$ cat config.mk
export PLATFORM = sky130hd
export DESIGN_NAME = hpc_top
export DESIGN_NICKNAME = d
export VERILOG_FILES = /design/src/logic/hpc_pkg.sv /design/src/logic/hpc_cfg_if.sv /design/src/logic/hpc_pin_ctl.sv /design/src/logic/hpc_top.sv
export SDC_FILE = /design/constraint.sdc
export NUM_CORES = 1
export LEC_CHECK = 0
export ABC_AREA = 1
export BUFFER_PORTS_ARGS = -buffer_cell sky130_fd_sc_hd__buf_2
export CAP_MARGIN = 20
export CORE_ASPECT_RATIO = 0.6
export CORE_MARGIN = 5
export CORE_UTILIZATION = 54
export CTS_BUF_LIST = sky130_fd_sc_hd__clkbuf_4
export DETAILED_ROUTE_END_ITERATION = 12
export GPL_TIMING_DRIVEN = 0
export PLACE_DENSITY = 0.82
export SYNTH_ARGS = -nofsm -noshare
export SYNTH_HDL_FRONTEND = slang
export SYNTH_SLANG_ARGS = --single-unit
$ cat constraint.sdc
create_clock -name CLK -period 1.5 [get_ports CLK]
set_input_delay 0 -clock CLK [delete_from_list [all_inputs] [get_ports CLK]]
set_output_delay 0 -clock CLK [all_outputs]
set_load 0.02 [all_outputs]
$ cat src/logic/hpc_pkg.sv
// package for the hardware pin configuration block
// assumes a 32-bit ahb-lite register bus and a 200 MHz clock
`default_nettype none

package hpc_pkg;

    // ****************************************
    // register map
    // ****************************************
    localparam logic [31:0] PIN_SETUP_ADDR  = 32'h0000_00a4; // hardware_pin_setup
    localparam logic [31:0] PIN_STATUS_ADDR = 32'h0000_00b0; // read-only state view
    localparam logic [31:0] PIN_SETUP_RST   = 32'h0000_0000;
    localparam logic [31:0] PIN_SETUP_MASK  = 32'h0800_07ff; // implemented bits

    // ****************************************
    // field positions of hardware_pin_setup
    // ****************************************
    localparam int FILT_BYP_BIT   = 27;
    localparam int FB_STOP_LSB    = 9;
    localparam int FB_FAULT_LSB   = 7;
    localparam int ALARM_EN_BIT   = 6;
    localparam int BRAKE_MODE_BIT = 5;
    localparam int ANGLE_SEL_BIT  = 4;
    localparam int BRAKE_OVR_LSB  = 2;
    localparam int SPEED_SRC_LSB  = 0;

    // ****************************************
    // field positions of the status register
    // ****************************************
    localparam int ST_FB_BIT     = 0;
    localparam int ST_LOWSIDE_BIT = 1;
    localparam int ST_ALIGN_BIT  = 2;
    localparam int ST_LAST_BIT   = 3;

    // ****************************************
    // field encodings
    // ****************************************
    localparam logic [1:0] FB_STOP_GENERAL  = 2'h0;
    localparam logic [1:0] FB_STOP_HIGH     = 2'h1;
    localparam logic [1:0] FB_STOP_LOW      = 2'h2;
    localparam logic [1:0] FB_STOP_HIGH2    = 2'h3;
    localparam logic [1:0] FB_FAULT_HOLD    = 2'h0;
    localparam logic [1:0] FB_FAULT_HIGH    = 2'h1;
    localparam logic [1:0] FB_FAULT_LOW     = 2'h2;
    localparam logic [1:0] FB_FAULT_GENERAL = 2'h3;
    localparam logic [1:0] BRK_PIN          = 2'h0;
    localparam logic [1:0] BRK_FORCE        = 2'h1;
    localparam logic [1:0] BRK_NEVER        = 2'h2;
    localparam logic [1:0] BRK_PIN2         = 2'h3;

    // ****************************************
    // ahb-lite codes
    // ****************************************
    localparam logic [1:0] HTRANS_NONSEQ = 2'h2;
    localparam logic       HRESP_OKAY    = 1'h0;

endpackage

`default_nettype wire

$ cat src/logic/hpc_cfg_if.sv
// interface between the register bank and the pin control logic
// assumes both ends share one clock
`default_nettype none

interface hpc_cfg_if;
    // configuration fields
    logic [1:0] fb_stop;
    logic [1:0] fb_fault;
    logic       brake_align;
    logic [1:0] brake_ovr;
    // state back to the register bank
    logic       fb_level;
    logic       brake_lowside;
    logic       brake_alignact;
    logic       fb_last;

    modport regs (
        output fb_stop, fb_fault, brake_align, brake_ovr,
        input  fb_level, brake_lowside, brake_alignact, fb_last
    );
    modport pins (
        input  fb_stop, fb_fault, brake_align, brake_ovr,
        output fb_level, brake_lowside, brake_alignact, fb_last
    );
endinterface

`default_nettype wire

$ cat src/logic/hpc_pin_ctl.sv
// speed feedback and brake output logic
// assumes configuration from the register bank via hpc_cfg_if
`default_nettype none

module hpc_pin_ctl (
    // clock and reset
    input  wire logic clk,
    input  wire logic rst_n,
    // motor state
    input  wire logic motor_stopped,
    input  wire logic fault_active,
    input  wire logic fb_drive,
    input  wire logic fb_general,
    input  wire logic brake_pin,
    // configuration
    hpc_cfg_if.pins   cfg
);

    logic fb_r, fb_nxt;
    logic last_r, last_nxt;
    logic low_r, low_nxt;
    logic aln_r, aln_nxt;
    logic brake_req;

    // ****************************************
    // next-state logic
    // ****************************************
    always_comb begin
        last_nxt = last_r;
        if (!motor_stopped && !fault_active) begin
            last_nxt = fb_drive;
        end
        fb_nxt = fb_drive;
        if (fault_active) begin
            // RL4 fault feedback select
            case (cfg.fb_fault)
                hpc_pkg::FB_FAULT_HOLD:    fb_nxt = last_r;
                hpc_pkg::FB_FAULT_HIGH:    fb_nxt = 1'b1;
                hpc_pkg::FB_FAULT_LOW:     fb_nxt = 1'b0;
                hpc_pkg::FB_FAULT_GENERAL: fb_nxt = fb_general;
                default:                   fb_nxt = last_r;
            endcase
        end else if (motor_stopped) begin
            // RL3 stopped feedback select
            case (cfg.fb_stop)
                hpc_pkg::FB_STOP_GENERAL: fb_nxt = fb_general;
                hpc_pkg::FB_STOP_HIGH:    fb_nxt = 1'b1;
                hpc_pkg::FB_STOP_LOW:     fb_nxt = 1'b0;
                hpc_pkg::FB_STOP_HIGH2:   fb_nxt = 1'b1;
                default:                  fb_nxt = fb_general;
            endcase
        end
        // RL8 brake input override
        case (cfg.brake_ovr)
            hpc_pkg::BRK_PIN:   brake_req = brake_pin;
            hpc_pkg::BRK_FORCE: brake_req = 1'b1;
            hpc_pkg::BRK_NEVER: brake_req = 1'b0;
            hpc_pkg::BRK_PIN2:  brake_req = brake_pin;
            default:            brake_req = brake_pin;
        endcase
        // RL6 low side or align
        low_nxt = brake_req & ~cfg.brake_align;
        aln_nxt = brake_req & cfg.brake_align;
    end

    // ****************************************
    // registers
    // ****************************************
    always_ff @(posedge clk or negedge rst_n) begin
        if (!rst_n) begin
            fb_r   <= 1'b0;
            last_r <= 1'b0;
            low_r  <= 1'b0;
            aln_r  <= 1'b0;
        end else begin
            fb_r   <= fb_nxt;
            last_r <= last_nxt;
            low_r  <= low_nxt;
            aln_r  <= aln_nxt;
        end
    end

    // outputs back to the bank
    assign cfg.fb_level       = fb_r;
    assign cfg.brake_lowside  = low_r;
    assign cfg.brake_alignact = aln_r;
    assign cfg.fb_last        = last_r;

endmodule

`default_nettype wire

$ cat src/logic/hpc_top.sv
// hardware pin configuration register with ahb-lite slave and pin control
// assumes a single-master ahb-lite bus, zero wait states, one clock
//
// How it works
// RL1 - one 32-bit read/write register at a4h that clears to all zeros on reset.
// RL2 - bit 27 set bypasses the bus voltage filter, clear keeps it active.
// RL3 - while stopped, bits 10-9 give feedback: 0 general setting, 1 and 3 high, 2 low.
// RL4 - in a fault, bits 8-7 give feedback: 0 last driven level, 1 high, 2 low, 3 general.
// RL5 - bit 6 set enables the alarm pin function, clear leaves it disabled.
// RL6 - bit 5 clear brakes with all low-side switches, set brakes by align.
// RL7 - bit 4 clear aligns at the last commutation angle, set at the configured angle.
// RL8 - bits 3-2: 0 and 3 follow the brake pin, 1 forces brake, 2 never brakes.
// RL9 - bits 1-0 pick the speed command: analog, duty, serial value or frequency.
// RL10 - software writes zeros to reserved bits and does not rely on them.
//
// The AHB-Lite slave port was chosen for this implementation.
`default_nettype none

module hpc_top (
    // clock and reset
    input  wire logic        CLK,
    input  wire logic        RST_N,
    // ahb-lite slave
    input  wire logic        HSEL,
    input  wire logic [31:0] HADDR,
    input  wire logic [1:0]  HTRANS,
    input  wire logic        HWRITE,
    input  wire logic [2:0]  HSIZE,
    input  wire logic [31:0] HWDATA,
    input  wire logic        HREADY,
    output logic      [31:0] HRDATA,
    output logic             HREADYOUT,
    output logic             HRESP,
    // motor state
    input  wire logic        MOTOR_STOPPED,
    input  wire logic        FAULT_ACTIVE,
    input  wire logic        FB_DRIVE,
    input  wire logic        FEEDBACK_OUT_GENERAL_SETTING,
    input  wire logic        BRAKE_PIN,
    // configuration outputs
    output logic             BUS_VOLTAGE_FILTER_BYPASS,
    output logic             ALARM_PIN_ENABLE,
    output logic             ALIGN_ANGLE_CONFIGURED,
    output logic      [1:0]  SPEED_SOURCE,
    // pin control outputs
    output logic             SPEED_FEEDBACK_OUTPUT,
    output logic             BRAKE_LOW_SIDE,
    output logic             BRAKE_ALIGN
);

    hpc_cfg_if cfg ();

    logic [31:0] setup_r, setup_nxt;
    logic [31:0] rdata_r, rdata_nxt;
    logic        wr_pend_r, wr_pend_nxt;
    logic [31:0] waddr_r, waddr_nxt;
    logic        addr_phase;
    logic [31:0] status_w;

    // ****************************************
    // bus decode
    // ****************************************
    // valid transfer in its address phase
    assign addr_phase = HSEL && HREADY && (HTRANS == hpc_pkg::HTRANS_NONSEQ);

    // block state for the status view
    always_comb begin
        status_w = 32'h0000_0000;
        status_w[hpc_pkg::ST_FB_BIT]      = cfg.fb_level;
        status_w[hpc_pkg::ST_LOWSIDE_BIT] = cfg.brake_lowside;
        status_w[hpc_pkg::ST_ALIGN_BIT]   = cfg.brake_alignact;
        status_w[hpc_pkg::ST_LAST_BIT]    = cfg.fb_last;
    end

    // ****************************************
    // register next values
    // ****************************************
    always_comb begin
        setup_nxt   = setup_r;
        wr_pend_nxt = 1'b0;
        waddr_nxt   = waddr_r;
        rdata_nxt   = rdata_r;
        // RL1 data phase write
        if (wr_pend_r && (waddr_r == hpc_pkg::PIN_SETUP_ADDR)) begin
            // RL10 reserved bits kept zero
            setup_nxt = HWDATA & hpc_pkg::PIN_SETUP_MASK;
        end
        if (addr_phase) begin
            wr_pend_nxt = HWRITE;
            waddr_nxt   = HADDR;
            if (!HWRITE) begin
                // RL1 read back, newest value
                if (HADDR == hpc_pkg::PIN_SETUP_ADDR) begin
                    rdata_nxt = setup_nxt;
                end else if (HADDR == hpc_pkg::PIN_STATUS_ADDR) begin
                    rdata_nxt = status_w;
                end else begin
                    rdata_nxt = 32'h0000_0000;
                end
            end
        end
    end

    // RL1 reset to zero
    always_ff @(posedge CLK or negedge RST_N) begin
        if (!RST_N) begin
            setup_r   <= hpc_pkg::PIN_SETUP_RST;
            rdata_r   <= 32'h0000_0000;
            wr_pend_r <= 1'b0;
            waddr_r   <= 32'h0000_0000;
        end else begin
            setup_r   <= setup_nxt;
            rdata_r   <= rdata_nxt;
            wr_pend_r <= wr_pend_nxt;
            waddr_r   <= waddr_nxt;
        end
    end

    // ****************************************
    // bus response
    // ****************************************
    assign HRDATA    = rdata_r;
    assign HREADYOUT = 1'b1;                 // zero wait states
    assign HRESP     = hpc_pkg::HRESP_OKAY;

    // ****************************************
    // field fan-out
    // ****************************************
    // RL2 filter bypass
    assign BUS_VOLTAGE_FILTER_BYPASS = setup_r[hpc_pkg::FILT_BYP_BIT];
    // RL5 alarm enable
    assign ALARM_PIN_ENABLE          = setup_r[hpc_pkg::ALARM_EN_BIT];
    // RL7 align angle source
    assign ALIGN_ANGLE_CONFIGURED    = setup_r[hpc_pkg::ANGLE_SEL_BIT];
    // RL9 speed command source
    assign SPEED_SOURCE = setup_r[hpc_pkg::SPEED_SRC_LSB +: 2];

    assign cfg.fb_stop     = setup_r[hpc_pkg::FB_STOP_LSB +: 2];
    assign cfg.fb_fault    = setup_r[hpc_pkg::FB_FAULT_LSB +: 2];
    assign cfg.brake_align = setup_r[hpc_pkg::BRAKE_MODE_BIT];
    assign cfg.brake_ovr   = setup_r[hpc_pkg::BRAKE_OVR_LSB +: 2];

    // ****************************************
    // pin control
    // ****************************************
    hpc_pin_ctl u_pin_ctl (
        .clk           (CLK),
        .rst_n         (RST_N),
        .motor_stopped (MOTOR_STOPPED),
        .fault_active  (FAULT_ACTIVE),
        .fb_drive      (FB_DRIVE),
        .fb_general    (FEEDBACK_OUT_GENERAL_SETTING),
        .brake_pin     (BRAKE_PIN),
        .cfg           (cfg.pins)
    );

    assign SPEED_FEEDBACK_OUTPUT = cfg.fb_level;
    assign BRAKE_LOW_SIDE        = cfg.brake_lowside;
    assign BRAKE_ALIGN           = cfg.brake_alignact;

endmodule

`default_nettype wire

==> out/results.txt, run 1 <==
Status -> finished, violations left
Failing checks -> negative setup slack
DP HPWL -> 7.366 mm
Mean Syn Cell Area -> 9.435 sq um
Worst EP arrival -> 1.99 ns
RSZ-0062 raised after global routing -> true
Critical path launch point type -> flip-flop
Synth cell types -> 27
Row count -> 25
Post-Route Skew -> 0.007279 ns
Clock sinks -> 101
Max clock buf depth -> 2
Max FO, Critical Path -> 6
Critical path required time -> 1.90 ns
Worst hold slack -> 0.04817 ns
Most Crowded Layer GR -> met2
R2R Setup Slk -> -0.08 ns
Die height -> 79.90 microns
Top Family by Delay on Critical Path -> simple AND/OR/NAND/NOR gates
Sw Share -> 0.2474
Sequential power share -> 0.577
Max-Cap Viols -> 0
Post-Synthesis Cell Area -> 4397 sq um
Routed wire length -> 11.08 mm
Worst-margin pin slew -> 0.6404 ns
Register area share after synthesis -> 0.5748
Power Dens Cells -> 890.4 nW/um^2
DR iter-0 viols -> 187
Die X -> 126.5 microns
Setup crit end kind -> flip-flop
Synth area leader -> dfrtp_1
Critical Path Max Stage Delay -> 0.41 ns
Post-layout min period -> 1.581 ns
Skew-Pair Late Insertion Delay -> 0.46 ns
Internal power -> 3.947 mW
Die footprint -> 10110 sq um
1st-pass router iterations -> 5
Filler cells -> 545
Post-Syn Instances -> 466
Crit Path Class -> flip-flop to flip-flop
Synth top area share -> 0.5748
Via count -> 3707
CTS tree -> done
Nets -> 711
CTS Root Cell -> clkbuf_4
P_leak -> 3.178 nW
GRT met2 Usage -> 0.3914
Slowest cell on crit path -> dfrtp_1
Switching power -> 1.297 mW
First-pass GRT wire length -> 17.91 mm
Largest net degree at the start of global routing -> 54
Max-slew violations -> 0
Reg clk slew, reported paths -> 0.13 ns
Final Hold Vio Count -> 0
Gate power share -> 0.133
Worst-path cell chain -> inv_2, nand2_1, nor2_1, nand2_1, nor2_4, nand3_4, buf_4, nand2_1, and2_1
Area Overhead vs Synth -> 33.95%
Met3 Use GR -> 0.06818
Relative slew slack -> 0.5731
Per-cell routed wire length -> 14.88 microns
HP Class -> primary input to flip-flop
Yosys warns -> 0
Total power draw -> 5.244 mW
Core Area -> 7914 sq um
Most frequent cell on the critical path -> nand2_1
Final setup fails -> 62
Fin util -> 0.7442
Layout cell share with drive strength beyond 1 -> 0.3318
Vias/cell -> 4.976
CTS Buf Count -> 9
Part of the power in the clock network -> 0.290
Tcrit/Tclk final -> 1.054
Synth top area cells -> dfrtp_1, nand2_1, inv_1, mux2_2, nor2_1
Io pins -> 121
Vias in the first global route -> 3846
Total Routing Usage GR -> 0.2297
DP Worst Slack -> -0.1255 ns
Synth Register Bits -> 101
Routing usage on met1 -> 0.2785
Buf+Inv Stages, Crit Path -> 2
Antenna violations before repair -> 1
DRC errors left -> 0
GPL Wtd Cong -> 0.8951
Worst vdd ir -> 0.6367 mV
Fmax -> 632.5 MHz
H-tree Lvls -> 3
Port Buffers -> 95
Final WS setup -> -0.08105 ns
Grt total ovfl -> 0
Syn nets -> 546
Final ANT Viol Nets -> 0
Starting Density -> 0.5556
-- power by group through the flow --
stage / Combinational, mW / Clock, mW / Sequential (mW)
floorplan: 0.295 / 0 / 3.06
global placement: 0.515 / 0 / 3.05
detailed placement: 0.551 / 0 / 3.06
CTS: 0.667 / 1.56 / 3.01
global route: 0.772 / 1.68 / 3.04
finish: 0.699 / 1.52 / 3.03
-- worst min-delay path: cells and delay by family --
kind	cells	cell delay (ns)
and+or+nand+nor	5	0.37
buffers and inverters	1	0.10
-- synthesized netlist by cell type (all sizes together) --
library cell  number
a21oi             12
and2              12
buf               18
clkbuf             3
conb               2
dfrtp            101
ha                 1
inv               71
mux2              18
nand2             98
nand3             24
nand3b             1
nand4             15
nor2              60
o211ai             1
o21ai             26
o311ai             1
or2                2
-- layer usage --
metal | share of wire | routed length (microns)
met5 | 0 | 0
met4 | 0.022 | 247
met3 | 0.075 | 830
met2 | 0.48 | 5338
met1 | 0.42 | 4666
-- flip-flops by register name, indices dropped and copies added, names as in the netlist --
register                      count
u_pin_ctl.cfg.brake_lowside       1
u_pin_ctl.cfg.fb_last             1
setup_r                          32
u_pin_ctl.cfg.fb_level            1
u_pin_ctl.cfg.brake_alignact      1
HRDATA                           32
wr_pend_r                         1
waddr_r                          32
-- what timing repair did --
action / 4_1_cts / 5_1_grt
resized for setup: 16 / 25
gates cloned: 0 / 1
endpoints found under the setup margin: 60 / 60
setup buffers: 0 / 2
hold buffers: 55 / 0
endpoints found under the hold margin: 109 / 0
pin swaps: 0 / 9
-- kinds of logic (layout without fill, tap and decap cells) --
group,after synthesis,count (layout),share of synthesized area
multiplexers,18,18,0.04610
other,2,3,0.001708
flip-flops,101,101,0.5748
AND/OR/NAND/NOR,212,212,0.2200
AO/OA/AOI/OAI,40,40,0.06232
buffers and inverters,92,262,0.09220
adder cells (fa/ha/maj),1,1,0.002845
-- path summary, 6_finish.rpt --
check | startpoint | end | depth (start not counted)
max | waddr_r[22] | setup_r[5] | 9
min in group asynchronous | RST_N | waddr_r[16] | 2
min reg2reg | setup_r[5] | u_pin_ctl.cfg.brake_lowside | 1
max reg2reg | waddr_r[22] | setup_r[5] | 9
min | HTRANS[1] | HRDATA[1] | 6
max in group asynchronous | RST_N | waddr_r[8] | 3
-- per-stage QoR --
step / instances / instance area [sq um] / setup TNS [ns]
CTS: 741 / 5793 / -0.01712
finish: 745 / 5889 / -2.837
detailed placement: 670 / 5037 / -4.691
global route: 745 / 5889 / -5.775
global placement: 669 / 5007 / -52.83
floorplan: 466 / 4397 / 0
-- layout make-up --
| cell class | instances | area, sq um | area share |
|---|---|---|---|
| Tap cell | 108 | 135.1 | 0.02294 |
| Timing Repair Buffer | 154 | 1079 | 0.1831 |
| Sequential cell | 101 | 2527 | 0.4291 |
| Antenna cell | 1 | 2.502 | 0.0004249 |
| Multi-Input combinational cell | 273 | 1554 | 0.2639 |
| Buffer | 21 | 172.7 | 0.02932 |
| Inverter | 71 | 266.5 | 0.04525 |
| Clock inverter | 6 | 77.57 | 0.01317 |
| Clock buffer | 10 | 75.07 | 0.01275 |
-- placed cells by master (no fill, tap or decap), types with 8 or more instances in the layout --
cell           instances
a21oi_1               12
and2_1                11
buf_2                 97
buf_4                 10
buf_6                  9
clkbuf_4              10
dfrtp_1              101
dlygate4sd3_1         55
inv_1                 63
inv_2                  8
mux2_2                18
nand2_1               85
nand2_2               11
nand3_1               17
nand4_1               15
nor2_1                47
o21ai_2               18
(Power assumes the default switching activity.)
==> inputs of run 2 (changes only) <==
Settings changed: ABC_AREA 1 to default, CORE_UTILIZATION 54 to 53.
==> run 2 against run 1 <==
- critical path type unchanged
- first-iteration DRC count down 14%
- total power down 3.1%
- the run still ends with negative setup slack left
- wire length down 14%
- non-clock buffer count down 2
- utilization up 0.28 points
==> out/results.txt, run 2 <==
Status -> finished, violations left
Failing checks -> negative setup slack
Part of the power in the clock network -> 0.256 (-0.034)
R2R Setup Slk -> -0.65 ns (-0.57 ns)
Synth cell count leaders -> dfrtp_1, mux2_2, a22o_1
Grt total ovfl -> 0 (unchanged)
HP Class -> primary input to async pin
Async SR Flop Fraction -> 1.000 (unchanged)
Mean Syn Cell Area -> 14.16 sq um (+50%)
Core Area -> 7177 sq um (-9.3%)
Post-Route Skew -> 0.01837 ns (+0.01109 ns)
Antenna diode count -> 0 (-1)
Worst-path cell chain -> nor4bb_2, nand4_1, nor4_4, buf_6, mux2_4, a22o_1
Slowest cell on crit path -> dfrtp_1
Post-Syn Instances -> 274 (-41%)
Reg clk slew, reported paths -> 0.16 ns (+0.03 ns)
Routed wire length -> 9.559 mm (-14%)
Fmax -> 465.1 MHz (-26%)
Synth area leader -> dfrtp_1
Sequential power share -> 0.612 (+0.035)
Critical path launch point -> waddr_r[3]
H-tree Lvls -> 3 (unchanged)
Dominant synthesized flop cell -> dfrtp_1
Port Buffers -> 95 (unchanged)
Clock sinks -> 101 (unchanged)
Via count -> 2781 (-25%)
Fin util -> 0.7470 (+0.002846)
Final ANT Viol Nets -> 0 (unchanged)
GPL Wtd Cong -> 0.8439 (-5.7%)
CTS Buf Count -> 9 (unchanged)
Worst-margin pin slew -> 0.5643 ns (-0.07607 ns)
CTS Root Cell -> clkbuf_4
TNS Setup -> -31.19 ns (-28.35 ns)
Power Dens Cells -> 947.3 nW/um^2 (+6.4%)
RSZ-0062 raised after global routing -> true
DR iter-0 viols -> 160 (-14%)
Cells after DPL -> 461 (-31%)
Antenna violations before repair -> 0 (-1)
Synth top area cells -> dfrtp_1, mux2_2, a22o_1, nor2b_1, nor4_1
Die footprint -> 9185 sq um (-9.1%)
CP endpoint -> HRDATA[10]
Die X -> 120.4 microns (-4.8%)
Synth top area share -> 0.6516 (+0.07677)
Register area share after synthesis -> 0.6516 (+0.07677)
Setup crit end kind -> flip-flop
Fin cells -> 537 (-28%)
Layout cell share with drive strength beyond 1 -> 0.4260 (+0.09425)
Critical path launch point type -> flip-flop
Largest net degree at the start of global routing -> 62 (+15%)
RR Endpoint -> HRDATA[10]
Final WS setup -> -0.6500 ns (-0.5689 ns)
Synth Register Bits -> 101 (unchanged)
Top Family by Delay on Critical Path -> simple AND/OR/NAND/NOR gates
Most common cell after layout, fill and taps aside -> dfrtp_1
Final Hold Vio Count -> 0 (unchanged)
Die height -> 76.27 microns (-4.5%)
DP HPWL -> 6.383 mm (-13%)
Total Routing Usage GR -> 0.2227 (-0.007020)
Switching power -> 1.378 mW (+6.2%)
Worst EP arrival -> 2.50 ns (+0.51 ns)
Tcrit/Tclk final -> 1.433 (+0.3793)
Vias/cell -> 5.179 (+4.1%)
P_leak -> 2.707 nW (-15%)
Relative slew slack -> 0.6238 (+0.05071)
Final setup fails -> 64 (+3.2%)
1st-pass router iterations -> 4 (-1)
Critical Path Max Stage Delay -> 0.44 ns (+0.03 ns)
Yosys warns -> 0 (unchanged)
Max-Cap Viols -> 0 (unchanged)
EDFF count, synth -> 0 (unchanged)
Max-slew violations -> 0 (unchanged)
Area Overhead vs Synth -> 38.23%
Post-layout min period -> 2.150 ns (+0.5689 ns)
Reg2reg start -> waddr_r[3]
Max clock buf depth -> 2 (unchanged)
Max FO, Critical Path -> 5 (-1)
First-pass GRT wire length -> 15.93 mm (-11%)
Gate power share -> 0.133 (about the same)
Nets -> 521 (-27%)
Most frequent cell after synthesis -> dfrtp_1
DRC errors left -> 0 (unchanged)
Crit Path Class -> flip-flop to flip-flop
Worst vdd ir -> 0.4591 mV (-28%)
Row count -> 24 (-4.0%)
Total power draw -> 5.079 mW (-3.1%)
CTS tree -> done
Buf+Inv Stages, Crit Path -> 1 (-1)
Post-Synthesis Cell Area -> 3879 sq um (-12%)
Syn nets -> 354 (-35%)
Vias in the first global route -> 3123 (-19%)
CP Depth -> 6 (-3)
Per-cell routed wire length -> 17.80 microns (+20%)
Sw Share -> 0.2713 (+0.02393)
Io pins -> 121 (unchanged)
Critical path required time -> 1.85 ns (-0.05 ns)
Synth cell types -> 27 (unchanged)
Skew-Pair Late Insertion Delay -> 0.46 ns (about the same)
FF-to-FF path depth -> 6 (-3)
Starting Density -> 0.5404 (-0.01513)
Most frequent cells in the layout -> dfrtp_1, buf_2, dlygate4sd3_1
Internal power -> 3.701 mW (-6.2%)
DP Worst Slack -> -0.7583 ns (-0.6328 ns)
## run 2: worst min path at each step
stage | start | endpoint | slack, ns
after floorplan | RST_N | HRDATA[0] | -0.30
after global placement | HWDATA[6] | setup_r[6] | 0.24
after detailed placement | RST_N | waddr_r[27] | 0.005
after CTS | RST_N | HRDATA[9] | 0.02
after global routing | HADDR[0] | HRDATA[2] | 0.08
final | RST_N | HRDATA[6] | 0.04
## run 2: timing repair
item / 4_1_cts / 5_1_grt
hold endpoints to repair: 162 / 0
setup buffers: 5 / 1
pin swaps: 8 / 4
hold buffers: 52 / 0
setup endpoints to repair: 64 / 64
gates resized for setup: 23 / 8
cloned: 2 / 0
## run 2: logic make-up (layout without fill, tap and decap cells)
kind of cell	Yosys count	count (layout)	synth area share
other cells	2	2	0.001936
buf+inv	22	194	0.02871
fa+ha+maj	1	1	0.003225
compound gates	40	40	0.08387
mux	46	46	0.1332
flops	101	101	0.6516
simple gates	62	62	0.09742
## run 2: area by class of cell
cell class / count / area (sq um)
flip-flops and latches: 101 / 2527
fillers: 469 / 1815
multi-input cells: 151 / 1380
repair buffers: 156 / 1094
well taps: 91 / 113.9
plain buffers: 17 / 105.1
clock buffers: 9 / 67.56
clock inverters: 7 / 55.05
inverters: 5 / 18.77
## run 2: stage by stage
| stage | hold WS, ns | instance area [sq um] |
|---|---|---|
| 3_5_place_dp | 0.005370 | 4526 |
| 5_1_grt | 0.08208 | 5361 |
| 3_3_place_gp | 0.2435 | 4496 |
| 4_1_cts | 0.01982 | 5311 |
| 2_1_floorplan | -0.2956 | 3906 |
| 6_report | 0.04275 | 5361 |
## run 2: layer usage
metal	up-vias	track usage	routed length, microns
li1	1324	-	-
met1	1377	0.3097	4525
met2	66	0.3482	4457
met3	14	0.05861	442
met4	0	0.06335	133
met5	-	0	0
## run 2: power groups by stage
stage	sequential [mW]	combinational [mW]	clock (mW)
floorplan	3.11	0.275	0
global placement	3.11	0.504	0
detailed placement	3.13	0.536	0
CTS	3.09	0.660	1.35
global route	3.14	0.747	1.46
finish	3.11	0.674	1.30
==> inputs of run 3 (changes only) <==
Settings changed: REMOVE_ABC_BUFFERS from default to 1.
==> run 3 against run 2 <==
- the run still ends with negative setup slack left
- maximum frequency up 3.5%
- non-clock buffer count is 2 lower
- via count is 2.5% higher
- die area unchanged
- sequential power barely moved
- global-route usage rose by 0.81 points
- clock power is 21% higher
- wire length is 7.0% higher
- count of clock-buffer cells in the layout grew 2
- largest cell class unchanged
- highest routed layer unchanged
==> out/results.txt, run 3 (synthesized netlist as in run 2, its figures left out) <==
Reg clk slew, reported paths -> 0.16 ns (about the same)
Part of the power in the clock network -> 0.292 (+0.036)
DP HPWL -> 6.045 mm (-5.3%)
Die X -> 120.4 microns (unchanged)
CTS tree -> done
Worst vdd ir -> 0.7464 mV (+63%)
First-pass GRT wire length -> 16.66 mm (+4.6%)
Critical path launch point type -> flip-flop
FF-to-FF path depth -> 7 (+1)
Max clock buf depth -> 2 (unchanged)
CTS Root Cell -> clkbuf_4
Antenna violations before repair -> 0 (unchanged)
Reg2reg start -> waddr_r[0]
Critical path required time -> 1.87 ns (+0.02 ns)
Most common cell after layout, fill and taps aside -> dfrtp_1
Total power draw -> 5.362 mW (+5.6%)
Layout cell share with drive strength beyond 1 -> 0.4347 (+0.008676)
Critical path launch point -> waddr_r[0]
R2R Setup Slk -> -0.58 ns (+0.07 ns)
Max-Cap Viols -> 0 (unchanged)
Area Overhead vs Synth -> 41.68%
Power Dens Cells -> 975.8 nW/um^2 (+3.0%)
Skew-Pair Late Insertion Delay -> 0.46 ns (about the same)
H-tree Lvls -> 3 (unchanged)
DR iter-0 viols -> 154 (-3.8%)
Row count -> 24 (unchanged)
Setup crit end kind -> flip-flop
Die height -> 76.27 microns (unchanged)
1st-pass router iterations -> 4 (unchanged)
Worst-margin pin slew -> 0.7727 ns (+0.2084 ns)
Per-cell routed wire length -> 19.12 microns (+7.4%)
P_leak -> 2.760 nW (+2.0%)
Gate power share -> 0.129 (-0.004)
RR Endpoint -> HRDATA[5]
Internal power -> 4.046 mW (+9.3%)
Nets -> 519 (-0.38%)
Clock sinks -> 101 (unchanged)
Final Hold Vio Count -> 0 (unchanged)
Total Routing Usage GR -> 0.2308 (+0.008120)
Core Area -> 7177 sq um (unchanged)
Status -> finished, violations left
Io pins -> 121 (unchanged)
Port Buffers -> 95 (unchanged)
Via count -> 2850 (+2.5%)
DRC errors left -> 0 (unchanged)
Fin util -> 0.7657 (+0.01865)
Die footprint -> 9185 sq um (unchanged)
Grt total ovfl -> 0 (unchanged)
Most frequent cells in the layout -> dfrtp_1, buf_2, dlygate4sd3_1
Antenna diode count -> 0 (unchanged)
Fmax -> 481.6 MHz (+3.5%)
Vias in the first global route -> 3244 (+3.9%)
CP endpoint -> HRDATA[5]
Largest net degree at the start of global routing -> 54 (-13%)
Max FO, Critical Path -> 5 (unchanged)
Final setup fails -> 64 (unchanged)
GPL Wtd Cong -> 0.8086 (-4.2%)
Worst EP arrival -> 2.45 ns (-0.05 ns)
Failing checks -> negative setup slack
Relative slew slack -> 0.4845 (-0.1393)
RSZ-0062 raised after global routing -> true
Post-layout min period -> 2.077 ns (-0.07343 ns)
Tcrit/Tclk final -> 1.384 (-0.04895)
Routed wire length -> 10.23 mm (+7.0%)
HP Class -> primary input to async pin
Crit Path Class -> flip-flop to flip-flop
Post-Route Skew -> 0.02351 ns (+0.005135 ns)
Sw Share -> 0.2454 (-0.02588)
Switching power -> 1.316 mW (-4.5%)
Vias/cell -> 5.327 (+2.9%)
Sequential power share -> 0.579 (-0.033)
Final WS setup -> -0.5766 ns (+0.07343 ns)
CTS Buf Count -> 9 (unchanged)
Final ANT Viol Nets -> 0 (unchanged)
Starting Density -> 0.5404 (unchanged)
Max-slew violations -> 0 (unchanged)
[run 3: changes by cell type in the layout (fill, tap and decap cells not counted), sizes merged]
cell	delta
buf	+4
clkbuf	-4
inv	-4
bufinv	+2
[run 3: worst min-delay path by stage]
stage,cells past startpoint,slack [ns],to,startpoint
6_report,2,0.09,waddr_r[19],RST_N
3_5_place_dp,1,0.06,waddr_r[22],RST_N
5_1_grt,2,0.12,waddr_r[19],RST_N
4_1_cts,6,0.06,HRDATA[3],HADDR[26]
2_1_floorplan,0,-0.30,HRDATA[0],RST_N
3_3_place_gp,2,0.20,u_pin_ctl.cfg.fb_level,FAULT_ACTIVE
[run 3: area by class of cell]
cell class | instances | area (sq um)
well taps | 91 | 113.9
clock buffers | 11 | 82.58
multi-input cells | 151 | 1378
flip-flops and latches | 101 | 2527
repair buffers | 171 | 1300
fillers | 466 | 1682
clock inverters | 5 | 75.07
inverters | 5 | 18.77
[run 3: metal layers]
metal	wire length [microns]	up-vias	GRT usage
li1	-	1304	-
met1	4421	1423	0.2946
met2	5090	112	0.3944
met3	592	11	0.06083
met4	122	0	0.05769
met5	0	-	0
[run 3: worst max-delay path, stage by stage (launching register included)]
cell     delay, ns
dfrtp_1       0.44
nor4b_4       0.29
nand4_1       0.23
nor4_4        0.18
buf_4         0.19
buf_6         0.16
mux2_4        0.31
a22o_1        0.20
[run 3: power groups by stage]
stage	Clock, mW	Combinational, mW	Sequential, mW
floorplan	0	0.266	3.11
global placement	0	0.493	3.10
detailed placement	0	0.530	3.12
CTS	1.59	0.667	3.08
global route	1.73	0.758	3.13
finish	1.57	0.693	3.10
[run 3: through the flow]
| step | setup slack (ns) | instance area [sq um] | setup TNS, ns | hold WS (ns) | std cells |
|---|---|---|---|---|---|
| after floorplan | -1.139 | 3786 | -68.10 | -0.2956 | 257 |
| after global placement | -2.289 | 4375 | -199.51 | 0.2015 | 443 |
| after detailed placement | -1.047 | 4492 | -46.22 | 0.06105 | 450 |
| after CTS | -0.5626 | 5399 | -26.21 | 0.05929 | 527 |
| after global routing | -0.6702 | 5495 | -32.94 | 0.1234 | 535 |
| final | -0.5766 | 5495 | -27.12 | 0.08542 | 535 |
[run 3: what timing repair did]
action                                  CTS  global route
hold buffers                             51             2
cloned                                    1             1
buffers inserted                          9             6
pin swaps                                17             4
endpoints found under the setup margin   64            65
hold endpoints to repair                111             1
resized for setup                        40             3
